**config.mk**
```make
export PLATFORM = sky130hd
export DESIGN_NAME = power_mode_wakeup_control
export DESIGN_NICKNAME = d
export VERILOG_FILES = /design/src/rtl/pwr_pkg.sv /design/src/rtl/pwr_gate_if.sv /design/src/rtl/pwr_clock_gates.sv /design/src/rtl/power_mode_wakeup_control.sv
export SDC_FILE = /design/constraint.sdc
export NUM_CORES = 1
export LEC_CHECK = 0
export ABC_AREA = 1
export ABC_CLOCK_PERIOD_IN_PS = 1720
export BUFFER_PORTS_ARGS = -buffer_cell sky130_fd_sc_hd__clkbuf_2
export CAP_MARGIN = 20
export CORE_MARGIN = 2
export CORE_UTILIZATION = 42
export CTS_CLUSTER_SIZE = 30
export DETAILED_ROUTE_END_ITERATION = 7
export PLACE_DENSITY = 0.88
export SETUP_SLACK_MARGIN = 0.2
export SLEW_MARGIN = 20
export SYNTH_ARGS = -nofsm -noshare
export SYNTH_HDL_FRONTEND = slang
export SYNTH_HIERARCHICAL = 1
export SYNTH_SLANG_ARGS = --single-unit
```
**constraint.sdc**
```tcl
create_clock -name clk -period 1.72 [get_ports clk]
set_input_delay 0.344 -clock clk [delete_from_list [all_inputs] [get_ports clk]]
set_output_delay 0.344 -clock clk [all_outputs]
set_load 0.02 [all_outputs]
```
**src/rtl/pwr_pkg.sv**
```systemverilog
// Purpose: Shared constants and types for the power-mode and wake-up controller
// Assumes: Single clock domain, synchronous active-low reset
// Notes: Flag bit positions mirror the peripheral status layouts
`default_nettype none
package pwr_pkg;
	// ==========================================================
	// Power states
	typedef enum logic [2:0] {
		ST_NORMAL,
		ST_IDLE,
		ST_PD_ENTER,
		ST_POWERDOWN,
		ST_OSC_RESTART,
		ST_CLK_RELEASE
	} pwr_state_e;

	// ==========================================================
	// Wake source indices
	localparam int SRC_RTC = 0;
	localparam int SRC_WDT = 1;
	localparam int SRC_TWI = 2;
	localparam int SRC_TMR = 3;
	localparam int SRC_UART = 4;
	localparam int SRC_UNIVERSAL_SERIAL_UNIT = 5;
	localparam int SRC_BOD = 6;
	localparam int SRC_VOLTAGE_DETECTOR = 7;
	localparam int SRC_GPIO = 8;
	localparam int SRC_ANALOG_COMPARATOR = 9;
	localparam int NUM_SRC = 10;

	// ==========================================================
	// Flag bit positions in the peripheral status words
	localparam int BOD_FLAG_BIT = 4;
	localparam int VOLTAGE_DETECTOR_FLAG_BIT = 19;
	localparam int TMR_IRQ_BIT = 0;
	localparam int TMR_WAKE_BIT = 1;
	localparam int WDT_WAKE_BIT = 5;
	localparam int RTC_ALARM_BIT = 0;
	localparam int RTC_TICK_BIT = 1;
	localparam int UART_FIRST_BIT = 0;
	localparam int UART_LAST_BIT = 4;
	localparam int UNIVERSAL_SERIAL_UNIT_WAKE_BIT = 0;
	localparam int UNIVERSAL_SERIAL_UNIT_ACK_BIT = 16;
	localparam int TWI_WAKE_BIT = 0;
	localparam int TWI_ACK_BIT = 1;
	localparam int ACMP0_BIT = 8;
	localparam int ACMP1_BIT = 9;

	// ==========================================================
	// Timing and reset values
	localparam int OSC_SETTLE_NS = 2000;
	localparam int CLK_PERIOD_NS = 40;
	localparam int OSC_SETTLE_CYC = (OSC_SETTLE_NS + CLK_PERIOD_NS - 1) / CLK_PERIOD_NS;
	localparam logic [7:0] CNT_RESET = 8'h00;
	localparam logic [NUM_SRC-1:0] PEND_RESET = 10'h000;
endpackage
`default_nettype wire

```
**src/rtl/pwr_gate_if.sv**
```systemverilog
// Purpose: Bundle of clock-gate enables between the controller and its gate unit
// Assumes: Driven by the state register of the controller and, for the clock selects, straight from its input ports
// Notes: One modport per side
`default_nettype none
interface pwr_gate_if;
	logic in_idle;
	logic in_pd;
	logic lxt_sw_on;
	logic low_speed_internal_osc_sw_on;
	logic tmr_sel_low;
	logic wdt_sel_low_speed_internal_osc;
	logic rtc_sel_lxt;
	logic uart_sel_lxt;
	modport ctrl (output in_idle, in_pd, lxt_sw_on, low_speed_internal_osc_sw_on, tmr_sel_low, wdt_sel_low_speed_internal_osc,
		rtc_sel_lxt, uart_sel_lxt);
	modport gate (input in_idle, in_pd, lxt_sw_on, low_speed_internal_osc_sw_on, tmr_sel_low, wdt_sel_low_speed_internal_osc,
		rtc_sel_lxt, uart_sel_lxt);
endinterface
`default_nettype wire

```
**src/rtl/pwr_clock_gates.sv**
```systemverilog
// Purpose: Registered oscillator and clock enables per power state
// Assumes: Enables are sampled on every enabled clock edge
// Notes: All outputs come from flip-flops
`default_nettype none
module pwr_clock_gates (
	input wire logic clk,
	input wire logic rst_n,
	input wire logic ce,
	pwr_gate_if.gate g,
	output logic hxt_en,
	output logic internal_fast_osc_en,
	output logic internal_48m_osc_en,
	output logic pll_en,
	output logic lxt_en,
	output logic low_speed_internal_osc_en,
	output logic core_clk_en,
	output logic bus_clk_en,
	output logic flash_en,
	output logic periph_en,
	output logic ldo_en,
	output logic sram_ret_en,
	output logic timer_clk_en,
	output logic wdt_clk_en,
	output logic rtc_clk_en,
	output logic uart_clk_en
);
	typedef struct packed {
		logic [15:0] en;
	} gate_s;
	gate_s r, next_r;
	logic lxt_on, low_speed_internal_osc_on;

	// ==========================================================
	// Enable map
	always_comb begin
		lxt_on = ~g.in_pd | g.lxt_sw_on;
		low_speed_internal_osc_on = ~g.in_pd | g.low_speed_internal_osc_sw_on;
		next_r.en[0] = ~g.in_pd;
		next_r.en[1] = ~g.in_pd;
		next_r.en[2] = ~g.in_pd;
		next_r.en[3] = ~g.in_pd;
		next_r.en[4] = lxt_on;
		next_r.en[5] = low_speed_internal_osc_on;
		next_r.en[6] = ~g.in_idle & ~g.in_pd;
		next_r.en[7] = ~g.in_pd;
		next_r.en[8] = ~g.in_pd;
		next_r.en[9] = ~g.in_pd;
		next_r.en[10] = 1'b1;
		next_r.en[11] = 1'b1;
		// Timer keeps going when low-speed is selected and either low-speed source is running
		next_r.en[12] = ~g.in_pd | (g.tmr_sel_low & (lxt_on | low_speed_internal_osc_on));
		next_r.en[13] = ~g.in_pd | (g.wdt_sel_low_speed_internal_osc & low_speed_internal_osc_on);
		next_r.en[14] = ~g.in_pd | (g.rtc_sel_lxt & lxt_on);
		next_r.en[15] = ~g.in_pd | (g.uart_sel_lxt & lxt_on);
	end

	always_ff @(posedge clk) begin
		if (!rst_n) begin
			r.en <= 16'hFFFF;
		end else if (ce) begin
			r <= next_r;
		end
	end

	assign {uart_clk_en, rtc_clk_en, wdt_clk_en, timer_clk_en, sram_ret_en, ldo_en, periph_en,
		flash_en, bus_clk_en, core_clk_en, low_speed_internal_osc_en, lxt_en, pll_en, internal_48m_osc_en, internal_fast_osc_en,
		hxt_en} = r.en;
endmodule
`default_nettype wire

```
**src/rtl/power_mode_wakeup_control.sv**
```systemverilog
// Purpose: Power-mode controller moving the chip between normal, idle and power-down
// Assumes: Inputs synchronous to clk; peripheral flags arrive as levels
// Notes: Power-down re-entry waits for every wake flag of the waking source to clear
//
// What this block does
// After reset release the chip is in normal mode with all clocks running.
// Wait-for-interrupt without deep sleep request enters idle, core sleeps.
// Idle stops only the core clock; any interrupt wakes it.
// Power-down needs sleep enable and deep sleep request, then wait-for-interrupt.
// Power-down halts fast oscillators, PLL, bus clocks, flash; keeps regulator, SRAM.
// Low-speed crystal and internal oscillator follow their normal-mode software setting.
// Timers run on live low-speed source; watchdog only on live internal oscillator.
// RTC and serial port run only on a live low-speed crystal.
// Power-down wakes only from the ten listed peripheral source groups.
// Any wake event from idle or power-down returns to normal mode.
// Software clears the waking source's flag before re-entering power-down.
// Brown-out flag bit 4 is write-one-clear; re-entry waits for it.
// Voltage-detector flag bit 19 is write-one-clear; re-entry waits for it.
// After a GPIO wake the pin source bit must clear before re-entry.
// Timer wake flag bit 1 and interrupt flag bit 0 both must clear.
// Watchdog wake flag bit 5 must clear before re-entry.
// RTC alarm bit 0 and tick bit 1 must both clear before re-entry.
// Serial wake flags bits 0 to 4 must clear before re-entry.
// Serial unit wake bit 0 clears; address-match ack bit 16 first.
// Two-wire ack-done bit 1 clears first, then wake flag bit 0.
// Comparator wake flags bits 8 and 9 must both clear.
// Power-down wake restarts oscillators and releases clocks before the core resumes; core_clk_en rises one cycle after core_resume.
`default_nettype none
module power_mode_wakeup_control #(
	parameter int GPIO_PINS = 16,
	parameter int SETTLE_CYC = pwr_pkg::OSC_SETTLE_CYC
) (
	input wire logic clk,
	input wire logic rst_n,
	input wire logic ce,
	input wire logic wfi,
	input wire logic sleep_en,
	input wire logic deep_sleep_request,
	input wire logic any_irq,
	input wire logic lxt_sw_on,
	input wire logic low_speed_internal_osc_sw_on,
	input wire logic tmr_sel_low,
	input wire logic wdt_sel_low_speed_internal_osc,
	input wire logic rtc_sel_lxt,
	input wire logic uart_sel_lxt,
	input wire logic [31:0] bod_ctl_flags,
	input wire logic [GPIO_PINS-1:0] pin_irq_source_bits,
	input wire logic [1:0] timer_status,
	input wire logic [7:0] wdt_ctl_flags,
	input wire logic [1:0] rtc_status,
	input wire logic [4:0] uart_wake_status,
	input wire logic [16:0] universal_serial_unit_status,
	input wire logic [1:0] twowire_wake_status,
	input wire logic [9:0] analog_comparator_status,
	output logic core_sleep,
	output logic core_resume,
	output logic in_idle,
	output logic in_powerdown,
	output logic reentry_blocked,
	output logic [pwr_pkg::NUM_SRC-1:0] wake_cause,
	output logic hxt_en,
	output logic internal_fast_osc_en,
	output logic internal_48m_osc_en,
	output logic pll_en,
	output logic lxt_en,
	output logic low_speed_internal_osc_en,
	output logic core_clk_en,
	output logic bus_clk_en,
	output logic flash_en,
	output logic periph_en,
	output logic ldo_en,
	output logic sram_ret_en,
	output logic timer_clk_en,
	output logic wdt_clk_en,
	output logic rtc_clk_en,
	output logic uart_clk_en
);
	// ==========================================================
	// State
	typedef struct packed {
		pwr_pkg::pwr_state_e st;
		logic [7:0] cnt;
		logic [pwr_pkg::NUM_SRC-1:0] pend;
		logic lxt_keep;
		logic low_speed_internal_osc_keep;
		logic resume;
		logic sleep;
		logic idle;
		logic pd;
		logic blocked;
	} ctl_s;
	ctl_s r, next_r;

	logic [pwr_pkg::NUM_SRC-1:0] src_flag;
	logic wake_any;
	logic flags_clear;
	logic universal_serial_unit_wake;
	logic twi_ack;
	logic twi_wake;
	logic universal_serial_unit_ack;

	pwr_gate_if gif();

	// ==========================================================
	// Wake source flags
	always_comb begin
		universal_serial_unit_ack = universal_serial_unit_status[pwr_pkg::UNIVERSAL_SERIAL_UNIT_ACK_BIT];
		universal_serial_unit_wake = universal_serial_unit_status[pwr_pkg::UNIVERSAL_SERIAL_UNIT_WAKE_BIT];
		twi_ack = twowire_wake_status[pwr_pkg::TWI_ACK_BIT];
		twi_wake = twowire_wake_status[pwr_pkg::TWI_WAKE_BIT];
		src_flag = '0;
		src_flag[pwr_pkg::SRC_BOD] = bod_ctl_flags[pwr_pkg::BOD_FLAG_BIT];
		src_flag[pwr_pkg::SRC_VOLTAGE_DETECTOR] = bod_ctl_flags[pwr_pkg::VOLTAGE_DETECTOR_FLAG_BIT];
		src_flag[pwr_pkg::SRC_GPIO] = |pin_irq_source_bits;
		src_flag[pwr_pkg::SRC_TMR] = timer_status[pwr_pkg::TMR_WAKE_BIT]
			| timer_status[pwr_pkg::TMR_IRQ_BIT];
		src_flag[pwr_pkg::SRC_WDT] = wdt_ctl_flags[pwr_pkg::WDT_WAKE_BIT];
		src_flag[pwr_pkg::SRC_RTC] = rtc_status[pwr_pkg::RTC_ALARM_BIT]
			| rtc_status[pwr_pkg::RTC_TICK_BIT];
		src_flag[pwr_pkg::SRC_UART] =
			|uart_wake_status[pwr_pkg::UART_LAST_BIT:pwr_pkg::UART_FIRST_BIT];
		// Ack flag keeps the unit pending until it is cleared ahead of the wake flag
		src_flag[pwr_pkg::SRC_UNIVERSAL_SERIAL_UNIT] = universal_serial_unit_wake | universal_serial_unit_ack;
		src_flag[pwr_pkg::SRC_TWI] = twi_wake | twi_ack;
		src_flag[pwr_pkg::SRC_ANALOG_COMPARATOR] = analog_comparator_status[pwr_pkg::ACMP0_BIT]
			| analog_comparator_status[pwr_pkg::ACMP1_BIT];
		wake_any = |src_flag;
		flags_clear = ~|(r.pend & src_flag);
	end

	// ==========================================================
	// Mode sequencer
	always_comb begin
		next_r = r;
		next_r.resume = 1'b0;
		// Pending bits drop only once software has cleared the source flags
		next_r.pend = r.pend & src_flag;
		case (r.st)
			pwr_pkg::ST_NORMAL: begin
				if (wfi) begin
					if (sleep_en && deep_sleep_request) begin
						if (flags_clear) begin
							next_r.lxt_keep = lxt_sw_on;
							next_r.low_speed_internal_osc_keep = low_speed_internal_osc_sw_on;
							next_r.st = pwr_pkg::ST_PD_ENTER;
						end
					end else if (!deep_sleep_request) begin
						next_r.st = pwr_pkg::ST_IDLE;
					end
				end
			end
			pwr_pkg::ST_IDLE: begin
				if (any_irq || wake_any) begin
					next_r.st = pwr_pkg::ST_NORMAL;
					next_r.resume = 1'b1;
				end
			end
			pwr_pkg::ST_PD_ENTER: begin
				next_r.st = pwr_pkg::ST_POWERDOWN;
			end
			pwr_pkg::ST_POWERDOWN: begin
				if (wake_any) begin
					next_r.pend = src_flag;
					next_r.cnt = pwr_pkg::CNT_RESET;
					next_r.st = pwr_pkg::ST_OSC_RESTART;
				end
			end
			pwr_pkg::ST_OSC_RESTART: begin
				// Oscillators get settling time before the core resumes; bus, flash and peripheral clock enables are already set here
				if (int'(r.cnt) >= SETTLE_CYC - 1) begin
					next_r.st = pwr_pkg::ST_CLK_RELEASE;
				end else begin
					next_r.cnt = r.cnt + 8'h01;
				end
			end
			pwr_pkg::ST_CLK_RELEASE: begin
				next_r.st = pwr_pkg::ST_NORMAL;
				next_r.resume = 1'b1;
			end
			default: begin
				next_r.st = pwr_pkg::ST_NORMAL;
			end
		endcase
		// Status flags are registered copies of the next state, so outputs leave flops
		next_r.sleep = (next_r.st != pwr_pkg::ST_NORMAL);
		next_r.idle = (next_r.st == pwr_pkg::ST_IDLE);
		next_r.pd = (next_r.st == pwr_pkg::ST_POWERDOWN);
		next_r.blocked = |next_r.pend;
	end

	always_ff @(posedge clk) begin
		if (!rst_n) begin
			r.st <= pwr_pkg::ST_NORMAL;
			r.cnt <= pwr_pkg::CNT_RESET;
			r.pend <= pwr_pkg::PEND_RESET;
			r.lxt_keep <= 1'b0;
			r.low_speed_internal_osc_keep <= 1'b0;
			r.resume <= 1'b0;
			r.sleep <= 1'b0;
			r.idle <= 1'b0;
			r.pd <= 1'b0;
			r.blocked <= 1'b0;
		end else if (ce) begin
			r <= next_r;
		end
	end

	// ==========================================================
	// Clock gating
	// On the wake path the core is gated in the clock-release state only; the oscillator-restart state leaves core_clk_en set
	assign gif.in_idle = (r.st == pwr_pkg::ST_IDLE) || (r.st == pwr_pkg::ST_CLK_RELEASE);
	assign gif.in_pd = (r.st == pwr_pkg::ST_PD_ENTER) || (r.st == pwr_pkg::ST_POWERDOWN);
	assign gif.lxt_sw_on = r.lxt_keep;
	assign gif.low_speed_internal_osc_sw_on = r.low_speed_internal_osc_keep;
	assign gif.tmr_sel_low = tmr_sel_low;
	assign gif.wdt_sel_low_speed_internal_osc = wdt_sel_low_speed_internal_osc;
	assign gif.rtc_sel_lxt = rtc_sel_lxt;
	assign gif.uart_sel_lxt = uart_sel_lxt;

	pwr_clock_gates u_gates (
		.clk(clk),
		.rst_n(rst_n),
		.ce(ce),
		.g(gif),
		.hxt_en(hxt_en),
		.internal_fast_osc_en(internal_fast_osc_en),
		.internal_48m_osc_en(internal_48m_osc_en),
		.pll_en(pll_en),
		.lxt_en(lxt_en),
		.low_speed_internal_osc_en(low_speed_internal_osc_en),
		.core_clk_en(core_clk_en),
		.bus_clk_en(bus_clk_en),
		.flash_en(flash_en),
		.periph_en(periph_en),
		.ldo_en(ldo_en),
		.sram_ret_en(sram_ret_en),
		.timer_clk_en(timer_clk_en),
		.wdt_clk_en(wdt_clk_en),
		.rtc_clk_en(rtc_clk_en),
		.uart_clk_en(uart_clk_en)
	);

	// ==========================================================
	// Status outputs, all straight from state flops
	always_comb begin
		core_sleep = r.sleep;
		core_resume = r.resume;
		in_idle = r.idle;
		in_powerdown = r.pd;
		reentry_blocked = r.blocked;
		wake_cause = r.pend;
	end
endmodule
`default_nettype wire

```
### Word level (Yosys, flattened, before mapping)

Cells that the tools add are included.

* flip-flop bits (word level): 42
* input bits: 107
* output and inout port bits: 31
* logic and storage cells: 70

* add/sub/neg operators: 1
* $lt $le $gt $ge: 1
* eq/ne operators: 9
* multiplexer cells: 13
* bitwise operators: 21
* reductions and logical operators: 14

Operators with widths (number)
* 29-bit OR reduction: 1
* 21-bit 2-to-1 mux: 1
* 10-bit OR reduction: 2
* 3-bit 2-to-1 mux: 6
* 8-bit case mux with 2 select lines: 1
* 16-bit OR reduction: 1
* 3-bit case mux with 5 select lines: 1
* 1-bit OR: 12
* 10-bit AND: 1
* 10-bit 2-to-1 mux: 1
* 3-bit by 2-bit == test with 1-bit output, second input constant: 3
* 8-bit by 1-bit adder with 8-bit output, second input constant: 1
* 8-bit by 6-bit greater-or-equal comparator with 1-bit output, second input constant: 1
* 8-bit 2-to-1 mux: 1
* 3-bit by 1-bit == test with 1-bit output, second input constant: 2
* 3-bit == test, second input constant: 2
* 1-bit AND: 5
* 5-bit AND reduction: 1
* 5-bit OR reduction: 1
* 2-bit != test, second input constant: 2
* 4-bit AND reduction: 1
* 3-bit zero test: 1
* 1-bit logical OR: 3
* 1-bit inverter: 3
* 5 further kinds: 5

### Depth between registers and ports, before layout

* word-level depth: 8
* gate-level depth with buffers: 13

### By module

The synthesis kept the hierarchy.

Modules (own cells, without submodules)
* power_mode_wakeup_control: instances 1, cells each 257, area an instance 1710.4 sq um, sequential area each 560.5 sq um
* pwr_clock_gates: instances 1, cells each 58, area an instance 405.4 sq um, sequential area each 160.2 sq um

### Worst setup path after synthesis

OpenSTA, ideal clock, no wires.

* kind: reg2reg
* start point: register r[17] (netlist bit)
* end point: register r[20] (netlist bit)
* setup time: 0.122 ns
* data arrival time: 1.387 ns
* required time: 1.598 ns
* setup slack: 0.211 ns
* stages on the path, launching flop included: 10
* path buffers: 0
* cell sequence: dfxtp_1 > inv_1 > ha_1 > nand3_1 > nand3_1 > a21oi_1 > nor2_4 > nand2_4 > o21ai_0 > nor3b_2

* cells in the longest elaborated chain, start to end: 3
* elaborated cells on any way between the ends: 6
* those cells by class: 1 x add/sub; 1 x order compare; 1 x eq/ne; 2 x mux; 1 x reduce/logical

RTL lines
* from (decl): line power_mode_wakeup_control.sv:92 `ctl_s r, next_r;`
* from (signal assigned): line power_mode_wakeup_control.sv:204 `r <= next_r;`
* 8-bit by 1-bit adder with 8-bit output or 8-bit by 6-bit greater-or-equal comparator with 1-bit output (tied branches): line power_mode_wakeup_control.sv:173, power_mode_wakeup_control.sv:170
* 8-bit 2-to-1 mux or 2-bit != test (tied branches)
* 8-bit case mux with 2 select lines or 4-bit AND reduction (tied branches)

Several ways; a longest one is shown, not always the timed one. The select of a mux whose other input is x is not followed.
A chain may end at the register's enable or synchronous reset.

### Worst setup path after layout

* start point: register r[18] (netlist bit)
* end point: register r[22] (netlist bit)

Same word-level chain as after synthesis.

==> metrics <==
Ports=approximately 140; Crit. End Element=register; Initial Utilization=0.442; Routed WL=around 5500 um; via count=between 2000 and 2500; root buffer cell=clkbuf_8; Synth area leaders=dfxtp_1 34%, nand2_1 11%, nor2_1 9.0%; Synth Flop Type=dfxtp_1; register area=between 700 and 800 um2; HPWL after DPL=around 4000 um; worst skew pair latency=roughly 0.30 ns; path category of the worst min-delay check=primary input to register; via/cell ratio=roughly 4.8; worst path cell trace=inv_2, ha_4, nor2_4, nand3_2, nand3_2, a21oi_2, nor2_4, nand2_4, nor3_4, nand2_1, a21oi_2; crit-path max cell delay=approximately 0.34 ns; width of the die=about 75 um; setup TNS=0 ns; Longest Clk Path Bufs=2; EDFF count, synth=0; fin. max-slew vios=0; die area=5620 um2; minimum clock period=between 1.5 and 2 ns; fill count=450; Routed Antenna Nets=0; worst path required time=approximately 2 ns; Cells after Synth=315; layout net count=about 500; Setup Crit Path Kind=register to register; clock skew=~0.0068 ns; critical path peak fanout=5; Netlist cell types=35; ys async rst share=0; CP top delay family=simple AND/OR/NAND/NOR gates; post-synth top area share=0.341; ANT cells=0; initial DRC count=between 100 and 150; Core Box Area=about 4800 um2; sequential element share of the synthesized area=0.341; routed len/inst=12.0 um; Finished Layout Cells=~460; most common cell in the netlist=nand2_1; register bit total from synthesis=36; first-pass GRT wire length=8600 um; layout cells sized above 1=0.369; Peak Freq=between 600 and 700 MHz; Row Count=25; Max Cap Viol=0; average size of a mapped cell=~6.7 um2; IO buf count=75; PwrDens=approximately 780 nW/um2; Clock Sinks=36; CTS tree=done; Slowest cell on crit path=dfxtp_2; largest net degree at the start of global routing=22; DRC=0; final setup fails=0; Die Ht=roughly 75 um; largest area contributor in the netlist=dfxtp_1; clock-pin transition on the worst setup and hold timing paths=approximately 0.08 ns; vias in the first global route=around 2000; maximum VDD drop=~0.37 mV; crit start category=register; clock buffer count from CTS=5; Placed Cells=437; Tcrit/Tclk final=0.890; Post-synth top cells=61 x nand2_1, 51 x nor2_1, 37 x inv_1; RSZ-0062 raised after global routing=yes; Post-Syn Area=around 2100 um2; Worst Path Arrival=approximately 1.8 ns; critical path buffer and inverter count=1; H-tree lvl count=2; status=finished clean; Fin. Hold Viols=0; area taken by multi-input logic gates=roughly 1100 um2; Leak Pwr=between 1 and 1.5 nW; Area Overhead vs Synth=28.2%; Total Routing Usage GR=0.201; Yosys Warn Count=6; Placer Congestion=0.873; initial antenna violation count=0; grt total ovfl=0; Pre-antenna DRT Iters=4
-- area by class of cell --
cell class / count / share of cell area
clock inverters: 3 / 0.0157
inverters: 45 / 0.0660
flip-flops and latches: 36 / 0.269
multi-input cells: 213 / 0.419
clock buffers: 5 / 0.0254
repair buffers: 88 / 0.174
well taps: 67 / 0.0309
-- worst reg2reg max path: cells and delay by family, from the launching register on --
family                     cells  cell delay (ns)
AOI/OAI and AO/OA              2             0.20
adders and majority gates      1             0.16
buffers and inverters          1             0.05
and+or+nand+nor                7             0.73
DFF                            1             0.34
-- flip-flops by register name (all words and copies together), names as in the netlist --
register / cells
in_idle: 1
r: 11
u_gates/r: 8
core_resume: 1
wake_cause: 10
gif.low_speed_internal_osc_sw_on: 1
gif.lxt_sw_on: 1
in_powerdown: 1
reentry_blocked: 1
core_sleep: 1
-- cells by family after synthesis --
group           after synthesis  synth area share
simple gates                157             0.341
buf+inv                      68             0.160
compound gates               48             0.131
flops                        36             0.341
fa+ha+maj                     3            0.0177
other cells                   1           0.00177
xor+xnor                      1           0.00414
mux                           1           0.00473
-- path summary, 6_finish.rpt --
check | startpoint | to | slack, ns | cells past startpoint
min reg2reg | r[23] | r[23] | 0.45 | 2
max | r[18] | r[22] | 0.19 | 11
max reg2reg | r[18] | r[22] | 0.19 | 11
min | uart_sel_lxt | u_gates/r[15] | 0.26 | 3
-- cells in the final DEF (no fill, tap or decap), types with 2 or more instances in the layout --
cell	Yosys	routed
nand4_1	3	3
nand3b_1	2	2
o211ai_1	7	7
dfxtp_2	0	4
buf_4	18	13
o21ai_1	1	4
nand3_1	21	17
nand2_2	4	9
a21oi_2	1	4
nand3_2	2	6
nor2_4	1	2
inv_2	6	8
conb_1	1	2
clkbuf_8	0	5
inv_4	1	2
nor3_1	5	4
a21oi_1	17	14
nand2_1	61	57
clkbuf_2	0	75
nor3_2	1	2
inv_1	37	34
nor2_1	51	50
dfxtp_1	36	31
o21ai_0	20	17
-- report_power, final --
| part | leakage [nW] | total (W) | internal [W] | switching [W] |
|---|---|---|---|---|
| Combinational | 1.02 | 0.000434 | 0.000169 | 0.000265 |
| Sequential | 0.298 | 0.000916 | 0.000877 | 0.0000385 |
| Clock | 0.0541 | 0.000755 | 0.000429 | 0.000326 |
| Total | 1.38 | 0.00210 | 0.00147 | 0.000630 |
-- per-stage QoR --
step / hold WS [ns] / power [W] / setup WS, ns / instance area [um2] / utilization
3_3_place_gp: 0.427 / 0.00131 / 0.0870 / 2430 / 0.508
3_5_place_dp: 0.438 / 0.00132 / 0.0153 / 2430 / 0.508
2_1_floorplan: 0.419 / 0.00121 / 0.211 / 2120 / -
5_1_grt: 0.278 / 0.00220 / 0.119 / 2710 / 0.567
6_report: 0.264 / 0.00210 / 0.189 / 2710 / 0.567
4_1_cts: 0.262 / 0.00209 / 0.204 / 2650 / 0.553
-- metal layers --
layer	track usage	vias up	wire length (um)
li1	-	1129	-
met1	0.249	969	2430
met2	0.337	88	2540
met3	0.0482	9	395
met4	0.0794	0	104
met5	0	-	0
-- repair_timing --
action | CTS | global route
setup endpoints to repair | 11 | 14
gates cloned | 1 | 0
hold buffers | 0 | 0
gates resized for setup | 11 | 19
buffers inserted | 9 | 2
pin swaps | 3 | 9
No activity file was read; power rests on OpenSTA's default activity.
